[config.mk]
export PLATFORM = sky130hd
export DESIGN_NAME = canopen_guard
export DESIGN_NICKNAME = d
export VERILOG_FILES = /design/src/core/canopen_guard_pkg.sv /design/src/core/canopen_guard.sv
export SDC_FILE = /design/constraint.sdc
export NUM_CORES = 2
export LEC_CHECK = 0
export ABC_AREA = 1
export BUFFER_PORTS_ARGS = -buffer_cell sky130_fd_sc_hd__buf_2
export CAP_MARGIN = 0
export CORE_AREA = 2 2 461 463
export DETAILED_ROUTE_END_ITERATION = 16
export DIE_AREA = 0 0 463 465
export SLEW_MARGIN = 20
export SYNTH_ARGS = -nofsm -noshare
export SYNTH_HDL_FRONTEND = slang
export SYNTH_SLANG_ARGS = --single-unit
[constraint.sdc]
create_clock -name CLK_I -period 16.2 [get_ports CLK_I]
set_input_delay 4.86 -clock CLK_I [delete_from_list [all_inputs] [get_ports CLK_I]]
set_output_delay 4.86 -clock CLK_I [all_outputs]
set_load 0.005 [all_outputs]
[src/core/canopen_guard_pkg.sv]
// Constants for the CANopen guarding and PDO dictionary block
package canopen_guard_pkg;
   // ------------------------------------------------------------
   // Timing and PDO count
   // ------------------------------------------------------------
   localparam int CLK_HZ = 20_000_000;
   localparam int TICK_MS = 1;
   localparam int TICK_CYC = CLK_HZ / 1000 * TICK_MS;
   localparam logic [15:0] FLASH_MS = 16'h00FA;
   localparam logic [16:0] HB_ROUND = 17'h00003;
   localparam int NPDO = 4;
   // ------------------------------------------------------------
   // Register byte offsets, group codes and page codes
   // ------------------------------------------------------------
   localparam logic [11:0] A_NODE = 12'h000;
   localparam logic [11:0] A_CMD = 12'h004;
   localparam logic [11:0] A_CONS = 12'h008;
   localparam logic [11:0] A_PROD = 12'h00C;
   localparam logic [11:0] A_GUARD = 12'h010;
   localparam logic [11:0] A_LIFE = 12'h014;
   localparam logic [11:0] A_STAT = 12'h018;
   localparam logic [11:0] A_ABORT = 12'h01C;
   localparam logic [7:0] G_RXMODE = 8'h02;
   localparam logic [7:0] G_TTYPE = 8'h03;
   localparam logic [7:0] G_EVT = 8'h04;
   localparam logic [7:0] G_IDENT = 8'h05;
   localparam logic [7:0] G_RXCOB = 8'h06;
   localparam logic [7:0] G_TXCOB = 8'h07;
   localparam logic [3:0] P_MODST = 4'h1;
   localparam logic [3:0] P_PIN = 4'h2;
   localparam logic [3:0] P_POUT = 4'h3;
   // Status bits
   localparam int ST_BRK = 0;
   localparam int ST_HB = 1;
   localparam int ST_CONS = 2;
   localparam int ST_LG = 3;
   // ------------------------------------------------------------
   // CAN identifiers, codes and reset values
   // ------------------------------------------------------------
   localparam logic [10:0] ID_NMT = 11'h000;
   localparam logic [10:0] ID_SYNC = 11'h080;
   localparam logic [10:0] ID_HB = 11'h700;
   localparam logic [10:0] ID_TXB = 11'h180;
   localparam logic [10:0] ID_RXB = 11'h200;
   localparam logic [10:0] ID_STEP = 11'h100;
   localparam logic [7:0] NMT_RST_COMM = 8'h82;
   localparam logic [7:0] HB_STATE = 8'h05;
   localparam logic [31:0] ABORT_RX = 32'h0609_0030;
   localparam logic [31:0] ABORT_TX = 32'h0030_0030;
   localparam logic [7:0] TT_SYNC_MAX = 8'hF0;
   localparam logic [7:0] TT_RTR = 8'hFD;
   localparam logic [7:0] TT_ASYN = 8'hFE;
   localparam logic [7:0] TT_COS = 8'hFF;
   localparam logic [7:0] RX_MODE_FIX = 8'hFF;
   localparam logic [6:0] NODE_RST = 7'h01;
endpackage

[src/core/canopen_guard.sv]
// CANopen guarding, heartbeat, PDO triggering and dictionary registers
`timescale 1ns/1ns
`default_nettype none
module canopen_guard
   import canopen_guard_pkg::*;
#(
   parameter int TICK_CYCLES = TICK_CYC,
   parameter int NMOD = 13,
   parameter logic [31:0] VENDOR_ID = 32'h0000_0001, // Arbitrary value
   parameter logic [31:0] VARIANT_ID = 32'h0000_0002, // Arbitrary value
   parameter logic [31:0] REVISION_ID = 32'h0000_0003, // Arbitrary value
   parameter logic [31:0] SERIAL_ID = 32'h0000_0004 // Arbitrary value
) (
   // Clock and reset
   input wire logic CLK_I,
   input wire logic RST_B_I,
   // AHB-Lite slave
   input wire logic HSEL_I,
   input wire logic [31:0] HADDR_I,
   input wire logic [1:0] HTRANS_I,
   input wire logic HWRITE_I,
   input wire logic [2:0] HSIZE_I,
   input wire logic [31:0] HWDATA_I,
   input wire logic HREADY_I,
   output logic [31:0] HRDATA_O,
   output logic HREADYOUT_O,
   output logic HRESP_O,
   // Received CAN frames
   input wire logic RXF_VALID_I,
   input wire logic [10:0] RXF_ID_I,
   input wire logic RXF_RTR_I,
   input wire logic [3:0] RXF_DLC_I,
   input wire logic [63:0] RXF_DATA_I,
   // Frames to send
   output logic TXF_VALID_O,
   input wire logic TXF_READY_I,
   output logic [10:0] TXF_ID_O,
   output logic [3:0] TXF_DLC_O,
   output logic [63:0] TXF_DATA_O,
   // Process data and module status
   input wire logic [NPDO*64-1:0] PROC_IN_I,
   output logic [NPDO*64-1:0] PROC_OUT_O,
   input wire logic [NMOD*32-1:0] MOD_STAT_I,
   // Indicators
   output logic CABLE_BREAK_O,
   output logic NET_LED_RED_O
);
   // ------------------------------------------------------------
   // Bus slave: one wait state so read data leave a flop
   // ------------------------------------------------------------
   logic ph_reg, wr_reg, hrdy_reg;
   logic [11:0] adr_reg;
   logic [31:0] hrd_reg, rdata;
   wire accept = HSEL_I & HREADY_I & HTRANS_I[1];
   wire we = ph_reg & wr_reg;
   wire [1:0] ix = adr_reg[3:2];

   // Address phase capture, data phase answer
   always_ff @(posedge CLK_I or negedge RST_B_I) begin
      if (!RST_B_I) begin
         ph_reg <= 1'b0;
         wr_reg <= 1'b0;
         adr_reg <= 12'h000;
         hrdy_reg <= 1'b1;
         hrd_reg <= 32'h0000_0000;
      end else if (accept) begin
         ph_reg <= 1'b1;
         wr_reg <= HWRITE_I;
         adr_reg <= HADDR_I[11:0]; // Upper bits alias
         hrdy_reg <= 1'b0;
      end else if (ph_reg) begin
         ph_reg <= 1'b0;
         hrdy_reg <= 1'b1;
         hrd_reg <= wr_reg ? 32'h0000_0000 : rdata;
      end
   end
   assign HRDATA_O = hrd_reg;
   assign HREADYOUT_O = hrdy_reg;
   assign HRESP_O = 1'b0;

   // ------------------------------------------------------------
   // Configuration registers
   // ------------------------------------------------------------
   logic [6:0] node_reg;
   logic [15:0] cons_reg, prod_reg, guard_reg;
   logic [7:0] life_reg;
   logic [31:0] abort_reg;
   logic [7:0] ttype_reg [NPDO];
   logic [15:0] evt_reg [NPDO];
   wire sel_small = adr_reg[11:8] == 4'h0;
   wire [7:0] grp = {4'h0, adr_reg[7:4]};
   wire tt_ok = HWDATA_I[7:0] <= TT_SYNC_MAX || HWDATA_I[7:0] >= TT_RTR;

   // Software writes, with invalid settings refused
   always_ff @(posedge CLK_I or negedge RST_B_I) begin
      if (!RST_B_I) begin
         node_reg <= NODE_RST;
         cons_reg <= 16'h0000;
         prod_reg <= 16'h0000;
         guard_reg <= 16'h0000;
         life_reg <= 8'h00;
         abort_reg <= 32'h0000_0000;
         for (int k = 0; k < NPDO; k++) begin
            ttype_reg[k] <= TT_COS;
            evt_reg[k] <= 16'h0000;
         end
      end else if (we && sel_small) begin
         if (adr_reg == A_NODE) node_reg <= HWDATA_I[6:0];
         if (adr_reg == A_CONS) cons_reg <= HWDATA_I[15:0];
         if (adr_reg == A_PROD) prod_reg <= HWDATA_I[15:0];
         if (adr_reg == A_GUARD) guard_reg <= HWDATA_I[15:0];
         if (adr_reg == A_LIFE) life_reg <= HWDATA_I[7:0];
         if (adr_reg == A_ABORT) abort_reg <= 32'h0000_0000;
         if (grp == G_RXMODE && HWDATA_I[7:0] != RX_MODE_FIX) begin
            abort_reg <= ABORT_RX;
         end
         if (grp == G_TTYPE) begin
            if (tt_ok) begin
               ttype_reg[ix] <= HWDATA_I[7:0];
            end else begin
               abort_reg <= ABORT_TX;
            end
         end
         if (grp == G_EVT) evt_reg[ix] <= HWDATA_I[15:0];
      end
   end

   // ------------------------------------------------------------
   // Frame decode and communication reset
   // ------------------------------------------------------------
   wire [10:0] hb_id = ID_HB + {4'h0, node_reg};
   wire rx_data = RXF_VALID_I & ~RXF_RTR_I;
   wire sync = rx_data && RXF_ID_I == ID_SYNC;
   wire guard_msg = RXF_VALID_I && RXF_RTR_I && RXF_ID_I == hb_id;
   wire nmt_hit = RXF_DATA_I[15:8] == 8'h00 || RXF_DATA_I[15:8] == {1'b0, node_reg};
   wire comm_rst = (rx_data && RXF_ID_I == ID_NMT && RXF_DATA_I[7:0] == NMT_RST_COMM && nmt_hit)
                   || (we && adr_reg == A_CMD && HWDATA_I[0]);

   // ------------------------------------------------------------
   // Millisecond tick shared by all timers
   // ------------------------------------------------------------
   logic [31:0] tick_cnt;
   logic ms_tick;
   always_ff @(posedge CLK_I or negedge RST_B_I) begin
      if (!RST_B_I) begin
         tick_cnt <= 32'h0000_0000;
         ms_tick <= 1'b0;
      end else if (comm_rst) begin
         tick_cnt <= 32'h0000_0000;
         ms_tick <= 1'b0;
      end else begin
         ms_tick <= tick_cnt == 32'(TICK_CYCLES - 1);
         tick_cnt <= tick_cnt == 32'(TICK_CYCLES - 1) ? 32'h0000_0000 : tick_cnt + 32'h0000_0001;
      end
   end

   // ------------------------------------------------------------
   // Supervision: heartbeat consumer or life guarding
   // ------------------------------------------------------------
   wire [23:0] lg_ms = guard_reg * life_reg;
   wire lg_en = lg_ms != 24'h000000 && prod_reg == 16'h0000;
   wire cons_en = cons_reg != 16'h0000;
   logic lg_arm, brk_reg;
   logic [23:0] sup_cnt;
   wire [23:0] sup_lim = cons_en ? {8'h00, cons_reg} : lg_ms;
   wire sup_on = cons_en | (lg_en & lg_arm);
   wire brk_set = ms_tick && sup_on && !brk_reg && !guard_msg && sup_cnt + 24'h000001 >= sup_lim;

   // Idle time since the last guarding message
   always_ff @(posedge CLK_I or negedge RST_B_I) begin
      if (!RST_B_I) begin
         lg_arm <= 1'b0;
         sup_cnt <= 24'h000000;
         brk_reg <= 1'b0;
      end else if (comm_rst) begin
         lg_arm <= 1'b0;
         sup_cnt <= 24'h000000;
         brk_reg <= brk_set; // A timeout in the reset cycle still wins
      end else begin
         if (guard_msg && lg_en) lg_arm <= 1'b1;
         if (!lg_en) lg_arm <= 1'b0;
         if (guard_msg || !sup_on) begin
            sup_cnt <= 24'h000000;
         end else if (ms_tick && !brk_reg) begin
            sup_cnt <= sup_cnt + 24'h000001;
         end
         if (brk_set) brk_reg <= 1'b1;
      end
   end
   assign CABLE_BREAK_O = brk_reg;

   // Red flash while the break stands
   logic [15:0] fl_cnt;
   logic led_reg;
   always_ff @(posedge CLK_I or negedge RST_B_I) begin
      if (!RST_B_I) begin
         fl_cnt <= 16'h0000;
         led_reg <= 1'b0;
      end else if (!brk_reg) begin
         fl_cnt <= FLASH_MS - 16'h0001; // Wrap point, so the first break tick lights red
         led_reg <= 1'b0;
      end else if (ms_tick) begin
         fl_cnt <= fl_cnt + 16'h0001 >= FLASH_MS ? 16'h0000 : fl_cnt + 16'h0001;
         if (fl_cnt + 16'h0001 >= FLASH_MS) led_reg <= ~led_reg;
      end
   end
   assign NET_LED_RED_O = led_reg;

   // ------------------------------------------------------------
   // Heartbeat producer
   // ------------------------------------------------------------
   wire [16:0] hb_per = ({1'b0, prod_reg} + HB_ROUND) & ~HB_ROUND;
   logic [16:0] hb_cnt;
   logic hb_pend, gnt_hb;
   always_ff @(posedge CLK_I or negedge RST_B_I) begin
      if (!RST_B_I) begin
         hb_cnt <= 17'h00000;
         hb_pend <= 1'b0;
      end else if (comm_rst || prod_reg == 16'h0000) begin
         hb_cnt <= 17'h00000;
         hb_pend <= 1'b0;
      end else if (ms_tick && hb_cnt + 17'h00001 >= hb_per) begin
         hb_cnt <= 17'h00000;
         hb_pend <= 1'b1;
      end else begin
         if (ms_tick) hb_cnt <= hb_cnt + 17'h00001;
         if (gnt_hb) hb_pend <= 1'b0;
      end
   end

   // ------------------------------------------------------------
   // TxPDO triggers, one set per PDO
   // ------------------------------------------------------------
   logic [NPDO-1:0] pend, gnt;
   genvar g;
   generate
      for (g = 0; g < NPDO; g++) begin : g_tx
         logic [63:0] last, prev;
         logic [7:0] scnt;
         logic [15:0] ecnt;
         logic pnd;
         wire [63:0] dat = PROC_IN_I[64*g +: 64];
         wire [7:0] tt = ttype_reg[g];
         wire [15:0] ev = evt_reg[g];
         wire [10:0] cob = 11'(ID_TXB + ID_STEP * g) + {4'h0, node_reg};
         wire ntype = tt != 8'h00 && tt <= TT_SYNC_MAX;
         wire tmr = tt >= TT_ASYN && ev != 16'h0000;
         wire ev_hit = tmr && ms_tick && ecnt + 16'h0001 >= ev;
         wire rtr = RXF_VALID_I && RXF_RTR_I && RXF_DLC_I == 4'h0 && RXF_ID_I == cob;
         wire set = (tt == 8'h00 && sync && dat != last)
                    || (ntype && sync && scnt + 8'h01 == tt)
                    || (tt == TT_COS && ev == 16'h0000 && dat != prev)
                    || ev_hit
                    || (tt == TT_RTR && rtr);
         always_ff @(posedge CLK_I or negedge RST_B_I) begin
            if (!RST_B_I) begin
               last <= 64'h0;
               prev <= 64'h0;
               scnt <= 8'h00;
               ecnt <= 16'h0000;
               pnd <= 1'b0;
            end else begin
               prev <= dat;
               if (gnt[g]) last <= dat;
               if (comm_rst || !ntype) begin
                  scnt <= 8'h00;
               end else if (sync) begin
                  scnt <= scnt + 8'h01 == tt ? 8'h00 : scnt + 8'h01;
               end
               if (comm_rst || !tmr) begin
                  ecnt <= 16'h0000;
               end else if (ms_tick) begin
                  ecnt <= ev_hit ? 16'h0000 : ecnt + 16'h0001;
               end
               // A new trigger beats the grant that clears it
               if (comm_rst) pnd <= 1'b0;
               else if (set) pnd <= 1'b1;
               else if (gnt[g]) pnd <= 1'b0;
            end
         end
         assign pend[g] = pnd;
      end
   endgenerate

   // ------------------------------------------------------------
   // Transmit arbiter: heartbeat first, then lowest PDO
   // ------------------------------------------------------------
   logic txv_reg;
   logic [10:0] txid_reg;
   logic [3:0] txdlc_reg;
   logic [63:0] txd_reg;
   always_comb begin
      gnt_hb = !txv_reg && hb_pend;
      gnt = '0;
      for (int k = NPDO - 1; k >= 0; k--) begin
         if (!txv_reg && !hb_pend && pend[k]) gnt = NPDO'(1 << k);
      end
   end

   // Frame register held until the controller takes it
   always_ff @(posedge CLK_I or negedge RST_B_I) begin
      if (!RST_B_I) begin
         txv_reg <= 1'b0;
         txid_reg <= 11'h000;
         txdlc_reg <= 4'h0;
         txd_reg <= 64'h0;
      end else if (txv_reg) begin
         if (TXF_READY_I) txv_reg <= 1'b0;
      end else if (gnt_hb) begin
         txv_reg <= 1'b1;
         txid_reg <= hb_id;
         txdlc_reg <= 4'h1;
         txd_reg <= {56'h0, HB_STATE};
      end else begin
         for (int k = 0; k < NPDO; k++) begin
            if (gnt[k]) begin
               txv_reg <= 1'b1;
               txid_reg <= 11'(ID_TXB + ID_STEP * k) + {4'h0, node_reg};
               txdlc_reg <= 4'h8;
               txd_reg <= PROC_IN_I[64*k +: 64];
            end
         end
      end
   end
   assign TXF_VALID_O = txv_reg;
   assign TXF_ID_O = txid_reg;
   assign TXF_DLC_O = txdlc_reg;
   assign TXF_DATA_O = txd_reg;

   // ------------------------------------------------------------
   // RxPDO data toward the outputs
   // ------------------------------------------------------------
   logic [NPDO*64-1:0] rxd_reg;
   always_ff @(posedge CLK_I or negedge RST_B_I) begin
      if (!RST_B_I) begin
         rxd_reg <= '0;
      end else if (brk_set) begin
         rxd_reg <= '0;
      end else begin
         for (int k = 0; k < NPDO; k++) begin
            if (rx_data && RXF_ID_I == 11'(ID_RXB + ID_STEP * k) + {4'h0, node_reg}) begin
               rxd_reg[64*k +: 64] <= RXF_DATA_I;
            end
         end
         if (we && adr_reg[11:8] == P_PIN && adr_reg[7:5] == 3'h0) begin
            rxd_reg[32*adr_reg[4:2] +: 32] <= HWDATA_I;
         end
      end
   end
   assign PROC_OUT_O = rxd_reg;

   // ------------------------------------------------------------
   // Read multiplexer; unmapped words read zero
   // ------------------------------------------------------------
   wire [5:0] sub = adr_reg[7:2];
   always_comb begin
      rdata = 32'h0000_0000;
      if (sel_small) begin
         if (adr_reg == A_NODE) rdata = {25'h0, node_reg};
         if (adr_reg == A_CONS) rdata = {16'h0, cons_reg};
         if (adr_reg == A_PROD) rdata = {16'h0, prod_reg};
         if (adr_reg == A_GUARD) rdata = {16'h0, guard_reg};
         if (adr_reg == A_LIFE) rdata = {24'h0, life_reg};
         if (adr_reg == A_STAT) rdata = {28'h0, lg_arm, cons_en, hb_pend | (prod_reg != 16'h0000), brk_reg};
         if (adr_reg == A_ABORT) rdata = abort_reg;
         if (grp == G_RXMODE) rdata = {24'h0, RX_MODE_FIX};
         if (grp == G_TTYPE) rdata = {24'h0, ttype_reg[ix]};
         if (grp == G_EVT) rdata = {16'h0, evt_reg[ix]};
         if (grp == G_IDENT) begin
            unique case (ix)
               2'h0: rdata = VENDOR_ID;
               2'h1: rdata = VARIANT_ID;
               2'h2: rdata = REVISION_ID;
               2'h3: rdata = SERIAL_ID;
            endcase
         end
         if (grp == G_RXCOB) rdata = {21'h0, 11'(ID_RXB + ID_STEP * ix) + {4'h0, node_reg}};
         if (grp == G_TXCOB) rdata = {21'h0, 11'(ID_TXB + ID_STEP * ix) + {4'h0, node_reg}};
      end else if (adr_reg[11:8] == P_MODST) begin
         if (sub >= 6'h01 && sub <= 6'h03) rdata = MOD_STAT_I[31:0];
         else if (sub >= 6'h04 && 32'(sub) - 3 < NMOD) rdata = MOD_STAT_I[32*(sub-6'h03) +: 32];
      end else if (adr_reg[11:8] == P_POUT && adr_reg[7:5] == 3'h0) begin
         rdata = PROC_IN_I[32*adr_reg[4:2] +: 32];
      end
   end

   // ------------------------------------------------------------
   // Checks
   // ------------------------------------------------------------
   AST_HB_OFF: assert property (@(posedge CLK_I) disable iff (!RST_B_I)
      prod_reg == 16'h0000 |=> !hb_pend) else $error("heartbeat pending while disabled");
   AST_HB_ID: assert property (@(posedge CLK_I) disable iff (!RST_B_I)
      gnt_hb |=> TXF_VALID_O && TXF_ID_O == 11'h700 + {4'h0, $past(node_reg)} && TXF_DLC_O == 4'h1)
      else $error("heartbeat frame identifier wrong");
   AST_ROUND: assert property (@(posedge CLK_I) disable iff (!RST_B_I)
      prod_reg != 16'h0000 |-> hb_per[1:0] == 2'h0 && hb_per >= {1'b0, prod_reg} && hb_per < {1'b0, prod_reg} + 17'h4)
      else $error("heartbeat period not rounded to 4 ms");
   AST_BREAK: assert property (@(posedge CLK_I) disable iff (!RST_B_I)
      $rose(brk_reg) |-> PROC_OUT_O == '0 ##1 CABLE_BREAK_O) else $error("break did not clear data");
   AST_EXCL: assert property (@(posedge CLK_I) disable iff (!RST_B_I)
      !(lg_arm && prod_reg != 16'h0000)) else $error("life guarding with heartbeat");
   AST_RXABORT: assert property (@(posedge CLK_I) disable iff (!RST_B_I)
      we && grp == G_RXMODE && sel_small && HWDATA_I[7:0] != 8'hFF |=> abort_reg == 32'h0609_0030)
      else $error("receive mode abort missing");
   AST_TTYPE: assert property (@(posedge CLK_I) disable iff (!RST_B_I)
      ttype_reg[0] <= 8'hF0 || ttype_reg[0] >= 8'hFD) else $error("invalid transmission type stored");
   AST_SYNC0: assert property (@(posedge CLK_I) disable iff (!RST_B_I)
      ttype_reg[0] == 8'h00 && sync && PROC_IN_I[63:0] == g_tx[0].last && !pend[0] && !comm_rst |=> !pend[0])
      else $error("type 0 sent without change");
   AST_TICK: assert property (@(posedge CLK_I) disable iff (!RST_B_I)
      comm_rst |=> tick_cnt == 32'h0 && !ms_tick ##1 !ms_tick) else $error("tick not cleared by reset");
endmodule
`default_nettype wire

; ---- Word-level counts from Yosys, hierarchy flattened
; Cells that the tools add are included.
[op_classes]
magnitude_cmp = 23
muxes = 136
n_bitwise = 12
n_eq_ne = 56
mul = 1
shifts = 4
n_reduce_logical = 180
addsub = 28
[ops]
columns = operator, count
row1 = 64-bit 2-to-1 mux, 13
row2 = 32-bit 2-to-1 mux, 24
row3 = 256-bit 2-to-1 mux, 2
row4 = 64-bit inequality test, 8
row5 = 416-bit by 33-bit variable part select with 32-bit output, 1
row6 = 16-bit 2-to-1 mux, 18
row7 = 256-bit bitwise mux, 1
row8 = "32-bit by 34-bit variable shift with 256-bit output, first input constant", 1
row9 = 256-bit by 9-bit variable part select with 32-bit output, 1
row10 = 32-bit by 34-bit variable part select with 256-bit output, 1
row11 = 32-bit one-hot mux with 4 select lines, 1
row12 = 8-bit 2-to-1 mux, 15
row13 = 11-bit == test, 9
row14 = 24-bit 2-to-1 mux, 4
row15 = 16-bit nonzero test, 6
row16 = 1-bit logical AND, 83
row17 = "16-bit by 1-bit adder with 16-bit output, second input constant", 5
row18 = 16-bit zero test, 5
row19 = "8-bit == test, second input constant", 9
row20 = 64-bit bitwise mux, 1
row21 = 16-bit >= comparator, 4
row22 = 11-bit 2-to-1 mux, 5
row23 = 17-bit 2-to-1 mux, 3
row24 = "12-bit by 5-bit == test with 1-bit output, second input constant", 4
row25 = other kinds (68), 216
[word_totals]
word_cells = 493
in_bits = 828
out_inout_bits = 372
regBits = 1280

; ---- Longest topological paths before layout
[depth]
word_depth = 16
mapped_depth = 35
depth_no_buf = 31

; ---- Worst setup path before layout
; No wires, ideal clock.
[synth_timing]
kind = input port to flip-flop
start = input RXF_VALID_I
end = register g_tx[2].ecnt[4]
path_buffers = 2
cell_stages = 15
path_slack_ns = 9.717
setup_ns = 0.127
required_time_ns = 16.073
arrival_time_ns = 6.356
path_cell_list = inv_1 -> nor2_1 -> inv_1 -> nor2_1 -> inv_1 -> nor4_1 -> nand4_1 -> nand2_1 -> buf_2 -> nor2_1 -> inv_1 -> nor2_1 -> clkbuf_1 -> nand3_1 -> o21ai_0
[synth_between]
elab_chain_len = 7
elab_cells_between_ends = 8
classes_between = mux (1) / bitwise (1) / reduce/logical (6)
[synth_rtl]
columns = item, line_no
row1 = from (decl), canopen_guard.sv:29  ; input wire logic RXF_VALID_I,
row2 = 1-bit bitwise AND *, canopen_guard.sv:132  ; wire rx_data = RXF_VALID_I & ~RXF_RTR_I;
row3 = 1-bit logical AND * (3 in a row), canopen_guard.sv:136  ; wire comm_rst = (rx_data && RXF_ID_I == ID_NMT && RXF_DATA_I[7:0] == NMT_RST_COMM && nmt_hit)
row4 = 1-bit logical OR *, canopen_guard.sv:137  ; || (we && adr_reg == A_CMD && HWDATA_I[0]);
row5 = 1-bit logical OR *, canopen_guard.sv:270  ; if (comm_rst || !tmr) begin
row6 = 16-bit 2-to-1 mux or 2-bit nonzero test (tied branches), --
row7 = to (signal assigned), canopen_guard.sv:273  ; ecnt <= ev_hit ? 16'h0000 : ecnt + 16'h0001;
row8 = to (decl), canopen_guard.sv:240  ; logic [15:0] ecnt;
; Every way passes the cells marked *; elsewhere a longest branch is shown, timed or not.
; A chain may end at the register's enable or synchronous reset.

; ---- Final worst setup path
[layout_timing]
start = register life_reg[3]
end = register rxd_reg[28] (netlist: PROC_OUT_O[28])
[layout_between]
elab_chain_len = 10
elab_cells_between_ends = 12
classes_between = mul (1) / order compare (1) / mux (2) / bitwise (2) / reduce/logical (6)
[layout_rtl]
columns = item, line_no
row1 = from (decl), canopen_guard.sv:86  ; logic [7:0] life_reg;
row2 = from (signal assigned), canopen_guard.sv:112  ; if (adr_reg == A_LIFE) life_reg <= HWDATA_I[7:0];
row3 = 16-bit by 8-bit multiplier with 24-bit output *, canopen_guard.sv:160  ; wire [23:0] lg_ms = guard_reg * life_reg;
row4 = "parallel branches: the longest is 7 deep, another holds 24-bit >= comparator", --
row5 = 1-bit logical AND *, canopen_guard.sv:167  ; wire brk_set = ms_tick && sup_on && !brk_reg && !guard_msg && sup_cnt + 24'h000001 >= sup_lim;
row6 = 256-bit 2-to-1 mux *, canopen_guard.sv:337  ; end else if (brk_set) begin
row7 = to (signal assigned), canopen_guard.sv:336  ; rxd_reg <= '0;
row8 = to (signal assigned), canopen_guard.sv:338  ; rxd_reg <= '0;
row9 = "to (signal, indexed assignment)", canopen_guard.sv:342  ; rxd_reg[64*k +: 64] <= RXF_DATA_I;
row10 = to (decl), canopen_guard.sv:333  ; logic [NPDO*64-1:0] rxd_reg;
; Mark *: on every way between the ends.

==> metrics.md <==
| Metric | Value |
|---|---|
| Number of different library cells in the post-synthesis netlist | 65 |
| Nets | 12238 |
| Total of fill cells in the finished design | approximately 22000 |
| Leading cell type in the layout, fill and taps excluded | nand2_1 |
| Number of synthesized register bits | 1277 |
| Number of setup buffers added after CTS | 0 |
| Crit path launch | life_reg[3] |
| Num Clock Sinks | 1277 |
| Number of setup violations in the final report | 0 |
| Endpoint of the most critical register-to-register path | PROC_OUT_O[28] |
| Post-route DRC | 0 |
| Die width | 463 um |
| Root buffer cell | clkbuf_16 |
| Register area share after synthesis | 41.2% |
| Number of cells produced by synthesis | 10215 |
| DRC violation total after the first TritonRoute iteration | between 8000 and 9000 |
| Highest-count cells in the layout ignoring fill and taps | 2357 x nand2_1, 1330 x inv_1, 1240 x dfrtp_1, 1235 x o21ai_0, 1171 x buf_2 |
| Top-area cell type share of the netlist area | 40.1% |
| Mean cell area of the mapped netlist | between 7 and 8 um^2 |
| Pwr per Cell Area | 116 mW/mm^2 |
| Wire length per cell | 28.3 um |
| Hold Path Depth | 1 |
| Post-cts hold buffer count | 0 |
| Number of buffers on the longest clock path | 3 |
| Max-capacitance violation count | 0 |
| Fin util | between 40% and 50% |
| Wire length of the first global-routing pass | 554000 um |
| Required time at the worst-slack endpoint | 16.94 ns |
| Leftover overflow at the end of global routing | 0 |
| Final period util | 50.3% |
| Beginning of the worst register-to-register path | life_reg[3] |
| Capturing element type of the critical path | register |
| Status | finished, final reports clean |
| Setup CP Type | reg2reg |
| Critical Path Most Common Cell | nand2_1 |
| Total global routing track utilization | a little over a third |
| Pin count of the biggest net entering global routing | 163 |
| Endpoint arrival time on the critical path | around 8.9 ns |
| Count of final max-slew check failures | 0 |
| Routed WL | 401000 um |
| Clock transition at path regs | 0.06 ns |
| Maximum fanout count along the critical path | 56 |
| Count of yosys warnings during synthesis | 0 |
| Cell type with the largest total area after synthesis | dfrtp_1 |
| Clock tree from TritonCTS | built |
| Slew margin rel. | 12.5% |
| Total Negative Setup Slacks | 0 ns |
| Layout cells sized above 1 | 15.1% |
| Total via count after detailed routing | 77717 |
| Final Hold Vio Count | 0 |
| Post-synthesis to final-layout area growth | 18.1% |
| Overall die height | 465 um |
| Via count normalized by instance count | 5.48 |
| Clock tree skew after final layout | 0.0658 ns |
| CTS Buf Count | roughly 150 |
| Final GP Congestion | 1.05 |
| Class of the tightest hold or removal check | reg2reg |
| Synth top area cells | dfrtp_1 40%, nand2_1 11%, o21ai_0 8.0% |
| Count of standard-cell rows | 169 |
| Period minus WS final | 8.16 ns |
| Synthesized area | 0.0776 mm^2 |
| Endpoint of the worst hold path | tick_cnt[0] |
| Sum of net half-perimeters after detailed placement | about 310000 um |
| Number of antenna violations at the first check in global routing | 155 |
| Worst VDD drop | 0.125 mV |
| First-pass DRT Iterations | 6 |
| RSZ-0062 raised after global routing | no |
| Most used flip-flop cell after synthesis | dfrtp_1 |
| CTS H-tree lvls | 4 |
| Starting density of the core | 36.8% |
| Number of synthesized flops with an enable pin | 0 |
| Max Clk Rate | 123 MHz |
| I/O Buffers | 1172 |
| Crit-path max cell delay | 0.95 ns |
| Path depth of the worst reg2reg path | 30 |
| Ys async rst share | between 90% and 100% |
| Worst reg2reg setup slack | 8.04 ns |
| Core area | 0.211 mm^2 |
| Slew at the pin closest to its max-slew limit | roughly 1.3 ns |
| Standby leakage power | 48.4 nW |
| Count of nets left with antenna violations after detail routing | 0 |
| Vias in the first global route | roughly 73000 |
| # resized after CTS | 0 |
| Die Outline Area | 0.215 mm^2 |
| Number of I/O pins | 1200 |
| Startpoint of the most critical hold path | tick_cnt[0] |
| Worst-Skew Late Latency | 0.84 ns |
| Critical path's slowest cell | dfrtp_1 |
| Type of element launching the critical path | register |
-- cells by family (layout without fill, tap and decap cells) --
logic type / count (synthesis) / after routing / synth area share (%)
AND/OR/NAND/NOR: 4024 / 4024 / 21.4
AO/OA/AOI/OAI: 2072 / 2072 / 14.8
buffers and inverters: 1867 / 2929 / 9.32
flip-flops: 1277 / 1277 / 41.2
XOR/XNOR: 593 / 593 / 6.70
adder cells (fa/ha/maj): 251 / 251 / 4.86
multiplexers: 130 / 130 / 1.68
other: 1 / 81 / 0.00483
-- power by group --
group	switching (W)	leakage [nW]	internal, W	total (W)
Clock	0.00159	2.59	0.00212	0.00371
Sequential	0.000302	14.9	0.00357	0.00388
Combinational	0.00214	30.9	0.000923	0.00306
Total	0.00403	48.4	0.00662	0.0106
-- stage by stage --
stage,hold slack [ns],total power [W],std cells,setup WS (ns),area (um^2)
final,0.467,0.0106,14178,8.04,91600
after global routing,0.497,0.0111,14130,7.62,91500
after CTS,0.465,0.0106,14098,7.92,91400
after detailed placement,0.457,0.00691,13822,7.17,86000
after global placement,0.445,0.00686,13822,7.18,86000
after floorplan,0.433,0.00545,10217,9.72,77600
-- critical path: cells and delay by family, from the launching register on --
family,cells,cell delay (ns)
AOI/OAI and AO/OA,4,1.06
adders and majority gates,6,2.74
buffers and inverters,8,1.83
DFF,1,0.95
and+or+nand+nor,12,1.35
-- worst max-delay path by stage --
stage / endpoint / slack, ns / cells past startpoint
2_1_floorplan: g_tx[2].ecnt[4] / 9.72 / 15
3_3_place_gp: PROC_OUT_O[35] / 7.18 / 10
3_5_place_dp: PROC_OUT_O[106] / 7.17 / 10
4_1_cts: PROC_OUT_O[165] / 7.92 / 29
5_1_grt: PROC_OUT_O[88] / 7.62 / 30
6_report: PROC_OUT_O[28] / 8.04 / 30
-- metal layers --
layer,GRT usage [%],vias to the layer above,share of wire (%)
li1,-,34956,-
met1,45.0,37734,39
met2,54.9,3968,43
met3,8.37,987,8.9
met4,26.9,72,9.0
met5,0,-,0.11
-- cells in the mapped netlist, types with 23 or more instances --
| master | n |
|---|---|
| a31oi_1 | 33 |
| inv_1 | 1334 |
| dfrtp_1 | 1243 |
| nand4_1 | 162 |
| ha_1 | 167 |
| or2_2 | 48 |
| fa_1 | 84 |
| nor4_1 | 72 |
| o21ai_0 | 1237 |
| clkbuf_1 | 360 |
| a21oi_1 | 423 |
| xnor2_1 | 355 |
| o211ai_1 | 105 |
| buf_4 | 31 |
| xor2_1 | 237 |
| dfstp_2 | 34 |
| inv_2 | 23 |
| o22ai_1 | 30 |
| nor3_1 | 107 |
| buf_1 | 34 |
| o221ai_1 | 118 |
| nand2_1 | 2361 |
| nor2_1 | 916 |
| mux2i_1 | 129 |
| nand3_1 | 288 |
| buf_2 | 72 |
-- cell type report --
type	instances	area, um^2	share of cell area (%)
Clock inverter	65	1010	1.10
Inverter	1367	5140	5.61
Sequential cell	1277	32000	34.9
Clock buffer	211	4330	4.72
Antenna cell	78	195	0.213
Multi-Input combinational cell	7073	38600	42.1
Timing Repair Buffer	1286	6840	7.47
Tap cell	2821	3530	3.85
Note: power is estimated with default switching activity, not from simulation.
